==> config.mk <==
export PLATFORM = sky130hd
export DESIGN_NAME = ads_spi_status
export DESIGN_NICKNAME = d
export VERILOG_FILES = /design/src/ads_spi_status.v /design/src/ads_sync.v
export VERILOG_INCLUDE_DIRS = /design/src
export SDC_FILE = /design/constraint.sdc
export NUM_CORES = 1
export LEC_CHECK = 0
export BUFFER_PORTS_ARGS = -buffer_cell sky130_fd_sc_hd__buf_2
export CAP_MARGIN = 20
export CORE_MARGIN = 2
export CORE_UTILIZATION = 57
export DETAILED_ROUTE_END_ITERATION = 10
export GPL_ROUTABILITY_DRIVEN = 0
export PLACE_DENSITY = 0.87
export SLEW_MARGIN = 20
export SYNTH_ARGS = -nofsm -noshare
export SYNTH_HDL_FRONTEND = slang
export SYNTH_SLANG_ARGS = --single-unit
==> constraint.sdc <==
create_clock -name sys_clk -period 2.4 [get_ports sys_clk]
set_input_delay 0.12 -clock sys_clk [delete_from_list [all_inputs] [get_ports sys_clk]]
set_output_delay 0.12 -clock sys_clk [all_outputs]
set_load 0.05 [all_outputs]
==> src/ads_regs.vh <==
// Register map, field positions and frame constants of the analog die
// control block. Included by the design files by bare name.
`ifndef ADS_REGS_VH
`define ADS_REGS_VH

// Register addresses (five-bit address field)
`define ADS_ADDR_W 5
`define ADS_ADDR_OCSUM 5'h02
`define ADS_ADDR_MASK 5'h04
`define ADS_ADDR_STAT 5'h0c

// Interrupt enable mask fields and reset value
`define ADS_MASK_RST 8'h00
`define ADS_MASK_WMASK 8'h3e
`define ADS_BIT_LINE_EVENT_IRQ_ENABLE 5
`define ADS_BIT_HIGH_TEMP_IRQ_ENABLE 4
`define ADS_BIT_LOW_VOLTAGE_IRQ_ENABLE 3
`define ADS_BIT_HIGH_VOLTAGE_IRQ_ENABLE 2
`define ADS_BIT_OVERCURRENT_IRQ_ENABLE 1

// Status register fields
`define ADS_BIT_LINCL 6
`define ADS_BIT_HVDD_OCF 5
`define ADS_BIT_LVF 3
`define ADS_BIT_HVF 2
`define ADS_BIT_HB_OCF 1
`define ADS_BIT_HTF 0

// Sticky flag vector: index of each flag
`define ADS_NFLAG 5
`define ADS_FL_HTF 0
`define ADS_FL_HBOC 1
`define ADS_FL_HVF 2
`define ADS_FL_LVF 3
`define ADS_FL_HVDDOC 4
`define ADS_FLAGS_RST 5'h00

// Summary overcurrent register field
`define ADS_BIT_OCSUM 0

// Frame layout: edges per frame, edge on which parity arrives
`define ADS_CNT_W 5
`define ADS_FRAME_EDGES 5'h10
`define ADS_PARITY_EDGE 5'h07
`define ADS_CNT_OVER 5'h11
`define ADS_TX_RST 16'h0000
`define ADS_BYTE_ZERO 8'h00

// Number of synchronised outside inputs
`define ADS_NSYNC 12
// Idle levels of the synchronised pins: select and reset high, rest low
`define ADS_SYNC_RST 12'h009

`endif

==> src/ads_spi_status.v <==
// Analog die control logic: serial slave port, sticky status flags,
// interrupt enable mask, open-drain interrupt and two-way reset line.
// Assumes sys_clk far faster than the serial clock; all pins are
// sampled through ads_sync before use.
//
// How it works
// - Low-voltage flag sets on condition, clears on write one, reset clears.
// - Clearing low-voltage flag ignored while the condition is present.
// - High-voltage flag sets on condition, clears on write one, reset clears.
// - Clearing high-voltage flag ignored while the condition persists.
// - Read-only summary overcurrent flag set on overcurrent, cleared by reset.
// - Apart from reset, summary flag clears only by writing one to an individual overcurrent flag.
// - Line-event enable bit lets line flag raise interrupt; reset clears.
// - High-temperature enable at mask bit 4 gates its flag; reset clears.
// - Low-voltage enable bit gates low-voltage flag; reset clears.
// - High-voltage enable bit gates high-voltage flag; reset clears.
// - Overcurrent enable at mask bit 1 gates summary flag; reset clears.
// - Open-drain interrupt output signals errors and wake-up events.
// - Reset line is two-way: die pulls it low, and obeys it.
// - Frames are two bytes: address and data in, status and data out.
// - Select falling starts frame, enables output, first bit on rise.
// - Output changes on rising serial clock, input sampled on falling.
// - Frame valid only with exactly 16 sampling edges while selected.
// - Write data committed only on select rising after a valid write.
// - Read data captured when the address parity bit is transferred.
// - Serial output is high impedance while select is high.
// - Address byte holds five address bits and a read/write bit.
// - During a write the old register contents are shifted out.
// - Parity is odd count of ones over direction and address bits.
`timescale 1ns/10ps
`default_nettype none
`include "ads_regs.vh"

module ads_spi_status
(
  input wire sys_clk,
  input wire srst,
  input wire slave_select_n,
  input wire serial_shift_clock,
  input wire mosi,
  output reg miso_out,
  output reg miso_oe,
  output reg irq_n_out,
  output reg irq_n_oe,
  input wire rst_n_in,
  output reg rst_n_out,
  output reg rst_n_oe,
  input wire die_reset_req,
  output reg mcu_reset_seen,
  input wire low_voltage_cond,
  input wire high_voltage_cond,
  input wire hb_overcurrent_cond,
  input wire hvdd_overcurrent_cond,
  input wire high_temp_cond,
  input wire lin_current_limit,
  input wire line_event_flag,
  input wire wake_event,
  output reg [7:0] interrupt_enable_mask
);

  // Synchronised pins
  wire [`ADS_NSYNC-1:0] pins_raw;
  wire [`ADS_NSYNC-1:0] pins_s;
  wire ss_n_s;
  wire sck_s;
  wire mosi_s;
  wire rst_n_s;
  wire [`ADS_NFLAG-1:0] cond_s;
  wire lincl_s;
  wire line_s;
  wire wake_s;

  // Edge detection history
  reg ss_n_d;
  reg sck_d;
  wire ss_fall;
  wire ss_rise;
  wire sck_rise;
  wire sck_fall;

  // Frame state
  reg [`ADS_CNT_W-1:0] edge_cnt;
  reg [15:0] rx_shift;
  reg [15:0] tx_shift;
  reg [`ADS_ADDR_W-1:0] frame_addr;
  reg frame_read;
  reg frame_par_ok;
  wire [15:0] next_rx;
  wire frame_ok;
  wire do_write;
  wire [7:0] wr_data;

  // Status state
  reg [`ADS_NFLAG-1:0] flags;
  wire [`ADS_NFLAG-1:0] next_flags;
  reg [`ADS_NFLAG-1:0] flag_clr;
  reg overcurrent_summary_flag;
  wire clear_all;
  wire irq_active;
  wire [7:0] status_byte;

  // True when an address field selects the given register
  function sel;
    input [`ADS_ADDR_W-1:0] a;
    input [`ADS_ADDR_W-1:0] target;
    begin
      sel = (a == target);
    end
  endfunction

  // Register read decode; unmapped addresses read zero
  function [7:0] reg_read;
    input [`ADS_ADDR_W-1:0] a;
    begin
      reg_read = `ADS_BYTE_ZERO;
      if (sel(a, `ADS_ADDR_MASK))
        reg_read = interrupt_enable_mask;
      else if (sel(a, `ADS_ADDR_STAT))
        reg_read = status_byte;
      else if (sel(a, `ADS_ADDR_OCSUM))
        reg_read[`ADS_BIT_OCSUM] = overcurrent_summary_flag;
    end
  endfunction

  // Gather every outside pin into one synchroniser bank
  assign pins_raw = {wake_event, line_event_flag, lin_current_limit,
                     hvdd_overcurrent_cond, low_voltage_cond,
                     high_voltage_cond, hb_overcurrent_cond,
                     high_temp_cond, rst_n_in, mosi,
                     serial_shift_clock, slave_select_n};

  ads_sync #(.W(`ADS_NSYNC), .RST_VAL(`ADS_SYNC_RST)) u_sync
  (
    .sys_clk(sys_clk),
    .srst(srst),
    .async_in(pins_raw),
    .sync_out(pins_s)
  );

  assign ss_n_s = pins_s[0];
  assign sck_s = pins_s[1];
  assign mosi_s = pins_s[2];
  assign rst_n_s = pins_s[3];
  assign cond_s = pins_s[8:4];
  assign lincl_s = pins_s[9];
  assign line_s = pins_s[10];
  assign wake_s = pins_s[11];

  // Reset from srst or from the microcontroller side of the line
  assign clear_all = srst | ~rst_n_s;

  // Edges of select; serial clock edges seen only while selected
  assign ss_fall = ss_n_d & ~ss_n_s;
  assign ss_rise = ~ss_n_d & ss_n_s;
  assign sck_rise = ~ss_n_s & ~sck_d & sck_s;
  assign sck_fall = ~ss_n_s & sck_d & ~sck_s;

  // Incoming bits shift in MSB first
  assign next_rx = {rx_shift[14:0], mosi_s};

  // Frame accepted only with exact edge count and good write parity
  assign frame_ok = (edge_cnt == `ADS_FRAME_EDGES);
  assign do_write = ss_rise & frame_ok & ~frame_read & frame_par_ok;
  assign wr_data = rx_shift[7:0];

  // Status byte sent first in every frame
  assign status_byte = {1'b0, lincl_s, flags[`ADS_FL_HVDDOC], 1'b0,
                        flags[`ADS_FL_LVF], flags[`ADS_FL_HVF],
                        flags[`ADS_FL_HBOC], flags[`ADS_FL_HTF]};

  // Edge history registers
  always @(posedge sys_clk)
  begin
    if (srst)
    begin
      ss_n_d <= 1'b1;
      sck_d <= 1'b0;
    end
    else
    begin
      ss_n_d <= ss_n_s;
      sck_d <= sck_s;
    end
  end

  // Receive side: count sampling edges, capture address byte
  always @(posedge sys_clk)
  begin
    if (clear_all)
    begin
      edge_cnt <= {`ADS_CNT_W{1'b0}};
      rx_shift <= `ADS_TX_RST;
      frame_addr <= {`ADS_ADDR_W{1'b0}};
      frame_read <= 1'b1;
      frame_par_ok <= 1'b0;
    end
    else if (ss_fall)
    begin
      edge_cnt <= {`ADS_CNT_W{1'b0}};
      frame_read <= 1'b1;
      frame_par_ok <= 1'b0;
    end
    else if (sck_fall)
    begin
      rx_shift <= next_rx;
      if (edge_cnt != `ADS_CNT_OVER)
        edge_cnt <= edge_cnt + 5'h01;
      if (edge_cnt == `ADS_PARITY_EDGE - 5'h01)
      begin
        frame_addr <= next_rx[6:2];
        frame_read <= next_rx[1];
        frame_par_ok <= (next_rx[0] == ^next_rx[6:1]);
      end
    end
  end

  // Transmit side: status byte, then register data captured at parity
  always @(posedge sys_clk)
  begin
    if (clear_all)
    begin
      tx_shift <= `ADS_TX_RST;
      miso_out <= 1'b0;
      miso_oe <= 1'b0;
    end
    else if (ss_fall)
    begin
      tx_shift <= {status_byte, `ADS_BYTE_ZERO};
      miso_oe <= 1'b1;
    end
    else if (ss_n_s)
    begin
      miso_oe <= 1'b0;
    end
    else if (sck_rise)
    begin
      miso_out <= tx_shift[15];
      tx_shift <= {tx_shift[14:0], 1'b0};
    end
    else if (sck_fall && edge_cnt == `ADS_PARITY_EDGE - 5'h01)
    begin
      // Old contents go out, also on a write
      tx_shift[14:7] <= reg_read(next_rx[6:2]);
    end
  end

  // Write-one-to-clear strobes for the sticky flags
  always @*
  begin
    flag_clr = `ADS_FLAGS_RST;
    if (do_write && sel(frame_addr, `ADS_ADDR_STAT))
    begin
      flag_clr[`ADS_FL_HTF] = wr_data[`ADS_BIT_HTF];
      flag_clr[`ADS_FL_HBOC] = wr_data[`ADS_BIT_HB_OCF];
      flag_clr[`ADS_FL_HVF] = wr_data[`ADS_BIT_HVF];
      flag_clr[`ADS_FL_LVF] = wr_data[`ADS_BIT_LVF];
      flag_clr[`ADS_FL_HVDDOC] = wr_data[`ADS_BIT_HVDD_OCF];
    end
  end

  // Sticky flags: a present condition wins over a clear
  genvar f;
  generate
    for (f = 0; f < `ADS_NFLAG; f = f + 1)
    begin : g_flag
      assign next_flags[f] = cond_s[f] | (flags[f] & ~flag_clr[f]);
    end
  endgenerate

  // Flag and summary registers
  always @(posedge sys_clk)
  begin
    if (clear_all)
    begin
      flags <= `ADS_FLAGS_RST;
      overcurrent_summary_flag <= 1'b0;
    end
    else
    begin
      flags <= next_flags;
      if (cond_s[`ADS_FL_HBOC] | cond_s[`ADS_FL_HVDDOC])
        overcurrent_summary_flag <= 1'b1;
      else if (flag_clr[`ADS_FL_HBOC] | flag_clr[`ADS_FL_HVDDOC])
        overcurrent_summary_flag <= 1'b0;
    end
  end

  // Interrupt enable mask, committed at end of a valid write
  always @(posedge sys_clk)
  begin
    if (clear_all)
      interrupt_enable_mask <= `ADS_MASK_RST;
    else if (do_write && sel(frame_addr, `ADS_ADDR_MASK))
      interrupt_enable_mask <= wr_data & `ADS_MASK_WMASK;
  end

  // Any enabled flag, or a wake-up, requests an interrupt
  assign irq_active =
    (line_s & interrupt_enable_mask[`ADS_BIT_LINE_EVENT_IRQ_ENABLE]) |
    (flags[`ADS_FL_HTF] & interrupt_enable_mask[`ADS_BIT_HIGH_TEMP_IRQ_ENABLE]) |
    (flags[`ADS_FL_LVF] & interrupt_enable_mask[`ADS_BIT_LOW_VOLTAGE_IRQ_ENABLE]) |
    (flags[`ADS_FL_HVF] & interrupt_enable_mask[`ADS_BIT_HIGH_VOLTAGE_IRQ_ENABLE]) |
    (overcurrent_summary_flag &
     interrupt_enable_mask[`ADS_BIT_OVERCURRENT_IRQ_ENABLE]) |
    wake_s;

  // Open-drain interrupt and reset drivers
  always @(posedge sys_clk)
  begin
    if (srst)
    begin
      irq_n_out <= 1'b0;
      irq_n_oe <= 1'b0;
      rst_n_out <= 1'b0;
      rst_n_oe <= 1'b0;
      mcu_reset_seen <= 1'b0;
    end
    else
    begin
      irq_n_out <= 1'b0;
      irq_n_oe <= irq_active & rst_n_s;
      rst_n_out <= 1'b0;
      rst_n_oe <= die_reset_req;
      mcu_reset_seen <= ~rst_n_s;
    end
  end

endmodule

`default_nettype wire

==> src/ads_sync.v <==
// Two-stage synchroniser bank for inputs from outside sys_clk.
// Assumes a free-running sys_clk; inputs may change at any time.
`timescale 1ns/10ps
`default_nettype none

module ads_sync
#(
  parameter W = 1,
  parameter [W-1:0] RST_VAL = {W{1'b0}}
)
(
  input wire sys_clk,
  input wire srst,
  input wire [W-1:0] async_in,
  output wire [W-1:0] sync_out
);

  genvar i;

  // One two-flop chain per bit; stage one feeds stage two only
  generate
    for (i = 0; i < W; i = i + 1)
    begin : g_bit
      reg stage1;
      reg stage2;
      always @(posedge sys_clk)
      begin
        // Reset to the pin's idle level so no false event follows reset
        if (srst)
        begin
          stage1 <= RST_VAL[i];
          stage2 <= RST_VAL[i];
        end
        else
        begin
          stage1 <= async_in[i];
          stage2 <= stage1;
        end
      end
      assign sync_out[i] = stage2;
    end
  endgenerate

endmodule

`default_nettype wire
Word-level counts from Yosys, hierarchy flattened
Index checks and enable logic that the tools add are counted.
Operators by class
  add/sub/neg operators: 1
  bitwise logic cells: 45
  equality and inequality tests: 10
  muxes and demuxes: 13
  reduce and logical (&&, ||, !) cells: 17
Operator list (count)
  15-bit 2-to-1 mux: 2
  1-bit bitwise AND: 20
  8-bit 2-to-1 mux: 2
  5-bit by 3-bit == test with 1-bit output, second input constant: 3
  1-bit OR: 13
  1-bit inverter: 12
  2-bit AND reduction: 6
  5-bit by 4-bit == test with 1-bit output, second input constant: 2
  7-bit 2-to-1 mux: 1
  1-bit 2-to-1 mux: 6
  6-bit 2-to-1 mux: 1
  3-bit AND reduction: 2
  2-bit nonzero test: 3
  6-bit parity: 1
  5-bit by 1-bit adder with 5-bit output, second input constant: 1
  5-bit by 2-bit == test with 1-bit output, second input constant: 1
  5-bit == test, second input constant: 1
  5-bit 2-to-1 mux: 1
  5-bit != test, second input constant: 1
  1-bit logical AND: 3
  3-bit nonzero test: 1
  2-bit != test, second input constant: 1
  2-bit OR reduction: 1
  1-bit == test: 1
Word-level totals
  input bits: 15
  output and inout port bits: 15
  logic and storage cells: 128
  bits in registers: 69

Depth between registers and ports, before layout
  depth after elaboration: 10
  mapped depth: 8
  depth with buffers taken out: 6

Modules after synthesis
A second synthesis with hierarchy kept.
Second synthesis, totals
  cell total of the unflattened synthesis: 298
  area total of the unflattened synthesis: 2917.8 µm²
By module, submodules not included
  ads_spi_status: seq. area each 900.9 µm², times used 1, cells an instance 236, area each 2178.3 µm²
  ads_sync: seq. area each 480.5 µm², times used 1, cells an instance 62, area each 739.5 µm²

Worst setup path before layout
Ideal clock, no wire load.
  path type: reg-to-reg
  from: reg edge_cnt[0]
  to: reg tx_shift[11]
  data required time: 2330 ps
  data arrival time: 1654 ps
  cell stages (with the launch flop): 8
  path buffers: 1
  clock period less this slack: 1725 ps
  setup time: 70 ps
  path slack: 675 ps
  cells stage by stage: dfxtp_1 -> inv_1 -> ha_1 -> nor4bb_1 -> buf_2 -> a211oi_1 -> a22oi_1 -> a21oi_1
Between the ends
  longest elaborated chain between the ends: 4
Ends and longest elaborated chain
  start, declared: RTL line ads_spi_status.v:82  | reg [`ADS_CNT_W-1:0] edge_cnt;
  start signal, assigned: RTL line ads_spi_status.v:191  | edge_cnt <= {`ADS_CNT_W{1'b0}};
  start signal, assigned: RTL line ads_spi_status.v:199  | edge_cnt <= {`ADS_CNT_W{1'b0}};
  start signal, assigned: RTL line ads_spi_status.v:207  | edge_cnt <= edge_cnt + 5'h01;
  5-bit by 3-bit == test with 1-bit output: RTL line ads_spi_status.v:240  | else if (sck_fall && edge_cnt == `ADS_PARITY_EDGE - 5'h01)
  1-bit logical AND: RTL line ads_spi_status.v:240
  3-bit nonzero test (no line)
  2-bit AND reduction (no line)
  end signal, assigned: RTL line ads_spi_status.v:228  | tx_shift <= {status_byte, `ADS_BYTE_ZERO};
  end signal, assigned: RTL line ads_spi_status.v:238  | tx_shift <= {tx_shift[14:0], 1'b0};
  end signal, assigned: RTL line ads_spi_status.v:243  | tx_shift[14:7] <= reg_read(next_rx[6:2]);
  end, declared: RTL line ads_spi_status.v:84  | reg [15:0] tx_shift;
No other way between the ends.
A chain may end at the register's enable or synchronous reset.

Final worst setup path
  from: reg edge_cnt[0]
  to: reg tx_shift[8]
Same word-level chain as after synthesis.

==> run metrics <==
synthesis-stage register bit count 69; ordered cell list for the critical path inv_1, ha_1, nor4bb_1, nor2b_1, o211ai_1, a21oi_1; Worst R2R End tx_shift[8]; DP HPWL between 3 and 4 mm; CP Buf/Inv Count 1; synth top area cells dfxtp_1, nor2b_1, mux2i_1; Core Region 4720 um^2; Initial DRT Pass Iterations 4; post-route insts no fill 390; number of flops mapped to enable cells by yosys 0; H-tree levels 3; # port buffers 24; FF-to-FF Start edge_cnt[0]; Syn Inst Count around 290; worst hold stages 2; die width roughly 74 um; Initial Utilization 59.3%; Setup Viol. Count Final 0; Final Hold Fails 0; Hold Crit Class in2reg; DRT iter0 DRCs between 150 and 200; Max Cap Violations 0; post-place setup slack 440 ps; Crit path required time 2670 ps; Slew headroom 59.4%; clock root cell clkbuf_8; Slew Viols, Final 0; Reg clk slew, reported paths 80 ps; post-synthesis cell area approximately 2800 um^2; maximum VDD drop a little under 0.0005 V; GRT overflow 0; dpl cells around 360; antenna violations before repair 0; final antenna-violating net count 0; top_reg_cell synth dfxtp_1; Largest stage delay, worst path between 500 and 600 ps; Clock Path Buffers 2; FF-to-FF setup slack 370 ps; row count 25; worst hold endpoint u_sync.g_bit[10].stage1; YS warnings 0; via count of the first global-routing pass approximately 2,000; setup_tns 0 ps; Yosys top cell area share 49.3%; Worst-Skew Late Latency 340 ps; Power per Cell Area roughly 730 nW/um^2; die area about 5500 um^2; DRC viols 0; Area growth syn-to-layout 17.0%; Layout Utilization between 60% and 70%; total leakage power 1.24 nW; vias post-DR roughly 2,100; fmax about 0.49 GHz; Total Routing Usage GR around 23%; nets@finish 337; outcome finished clean; routed wire length roughly 5.6 mm; commonest cells after routing, fill and taps aside dfxtp_1, nor2b_1, nor2_1, buf_2; syn avg cell area ~10 um^2; Critical Path End Type flop; Setup CP Type reg2reg; Slew @ Worst Pin between 600 and 700 ps; number of vias per cell 5.38; RSZ-0062 raised after global routing false; Seq/Total Area, Yosys roughly 49%; PnR worst setup slack around 370 ps; pin count of the biggest net entering global routing 31; CTS tree done; hold_sp line_event_flag; number of diodes 0; ys async rst share 0%; share of cells above drive strength 1 18.0%; post-synth top area cell dfxtp_1; first-pass GRT wire length just over 9 mm; Worst path slowest cell nor4bb_1; Die Ht around 74 um; commonest non-fill, non-tap cell in the layout dfxtp_1; skew final between 8 and 9 ps; CP arrival ~2300 ps; count of cell types in the netlist 45; minimum clock period 2030 ps; R2R depth 6; final period utilization 84.8%; CP max FO 5; Num Clock Sinks a little under 70; cts bufs inserted 9; cell family with most CP delay simple AND/OR/NAND/NOR gates; Boundary Pins 30; startpoint types flop; drt wl/cell around 14 um; cts repair resizes 0
sequential cells by signal, summed over array words and instances (netlist names):
signal / cells
sck_d: 1
flags: 5
u_sync.g_bit.stage2: 12
rx_shift: 6
frame_par_ok: 1
irq_n_oe: 1
frame_read: 1
frame_addr: 5
ss_n_d: 1
overcurrent_summary_flag: 1
mcu_reset_seen: 1
interrupt_enable_mask: 5
rst_n_oe: 1
edge_cnt: 5
miso_oe: 1
miso_out: 1
tx_shift: 9
u_sync.g_bit.stage1: 12
cells by family after synthesis:
logic type / count (synthesis) / share of synthesized area, %
muxes: 16 / 5.72
xor gates and xnor gates: 9 / 2.81
buffers and inverters: 31 / 5.49
AOI/OAI and AO/OA: 53 / 11.9
DFF: 69 / 49.3
and+or+nand+nor: 104 / 22.8
other: 1 / 0.134
adders and majority gates: 4 / 1.79
per-stage QoR:
| stage | power [mW] | instance area (um^2) | hold slack [ps] |
|---|---|---|---|
| 6_report | 2.38 | 3280 | 32.6 |
| 5_1_grt | 2.46 | 3280 | 39.3 |
| 4_1_cts | 2.40 | 3280 | 17.3 |
| 3_5_place_dp | 1.32 | 2930 | 304 |
| 3_3_place_gp | 1.31 | 2930 | 302 |
| 2_1_floorplan | 1.29 | 2820 | 224 |
where the power goes:
| group | internal [mW] | leakage (nW) | switching [mW] |
|---|---|---|---|
| clock network | 0.641 | 0.108 | 0.433 |
| registers | 1.17 | 0.563 | 0.0186 |
| logic | 0.0457 | 0.569 | 0.0671 |
cell type report:
class,count,area [um^2]
timing repair buffer,39,260
multi-input combinational,191,1290
inverter,8,30.0
tap,67,83.8
fill,352,1450
clock buffer,11,151
sequential,69,1380
clock inverter,5,82.6
cell usage after synthesis, types with 3 or more instances:
library cell,count
nand2_1,10
nand3_1,6
o21ai_0,11
nor3_1,3
buf_4,6
dfxtp_1,69
o211ai_1,3
nand2b_1,4
a22oi_1,7
xor2_1,4
and2_1,6
buf_2,6
clkbuf_1,10
nand3b_1,3
a21oi_1,16
or2_2,5
a31oi_1,6
nor2_1,24
xnor2_1,5
nor2b_1,27
mux2i_1,16
inv_1,8
ha_1,4
layer usage:
| metal | track usage [%] | share of wire (%) | up-vias |
|---|---|---|---|
| li1 | - | - | 1041 |
| met1 | 28.3 | 42 | 992 |
| met2 | 37.3 | 51 | 59 |
| met3 | 4.47 | 5.6 | 7 |
| met4 | 11.5 | 1.0 | 0 |
| met5 | 0 | 0 | - |
what timing repair did:
action                                 in CTS  in global routing
setup buffers                               0                  0
endpoints found under the hold margin      11                  0
hold buffers                               11                  0
worst max-delay path by stage:
| stage | slack [ps] | from | to | cells past startpoint |
|---|---|---|---|---|
| floorplan | 680 | edge_cnt[0] | tx_shift[11] | 7 |
| global placement | 480 | u_sync.g_bit[0].stage2 | interrupt_enable_mask[4] | 4 |
| detailed placement | 440 | u_sync.g_bit[0].stage2 | interrupt_enable_mask[4] | 4 |
| CTS | 380 | edge_cnt[0] | tx_shift[11] | 6 |
| global route | 130 | edge_cnt[0] | tx_shift[10] | 6 |
| finish | 370 | edge_cnt[0] | tx_shift[8] | 6 |
No activity file was read; power rests on OpenSTA's default activity.
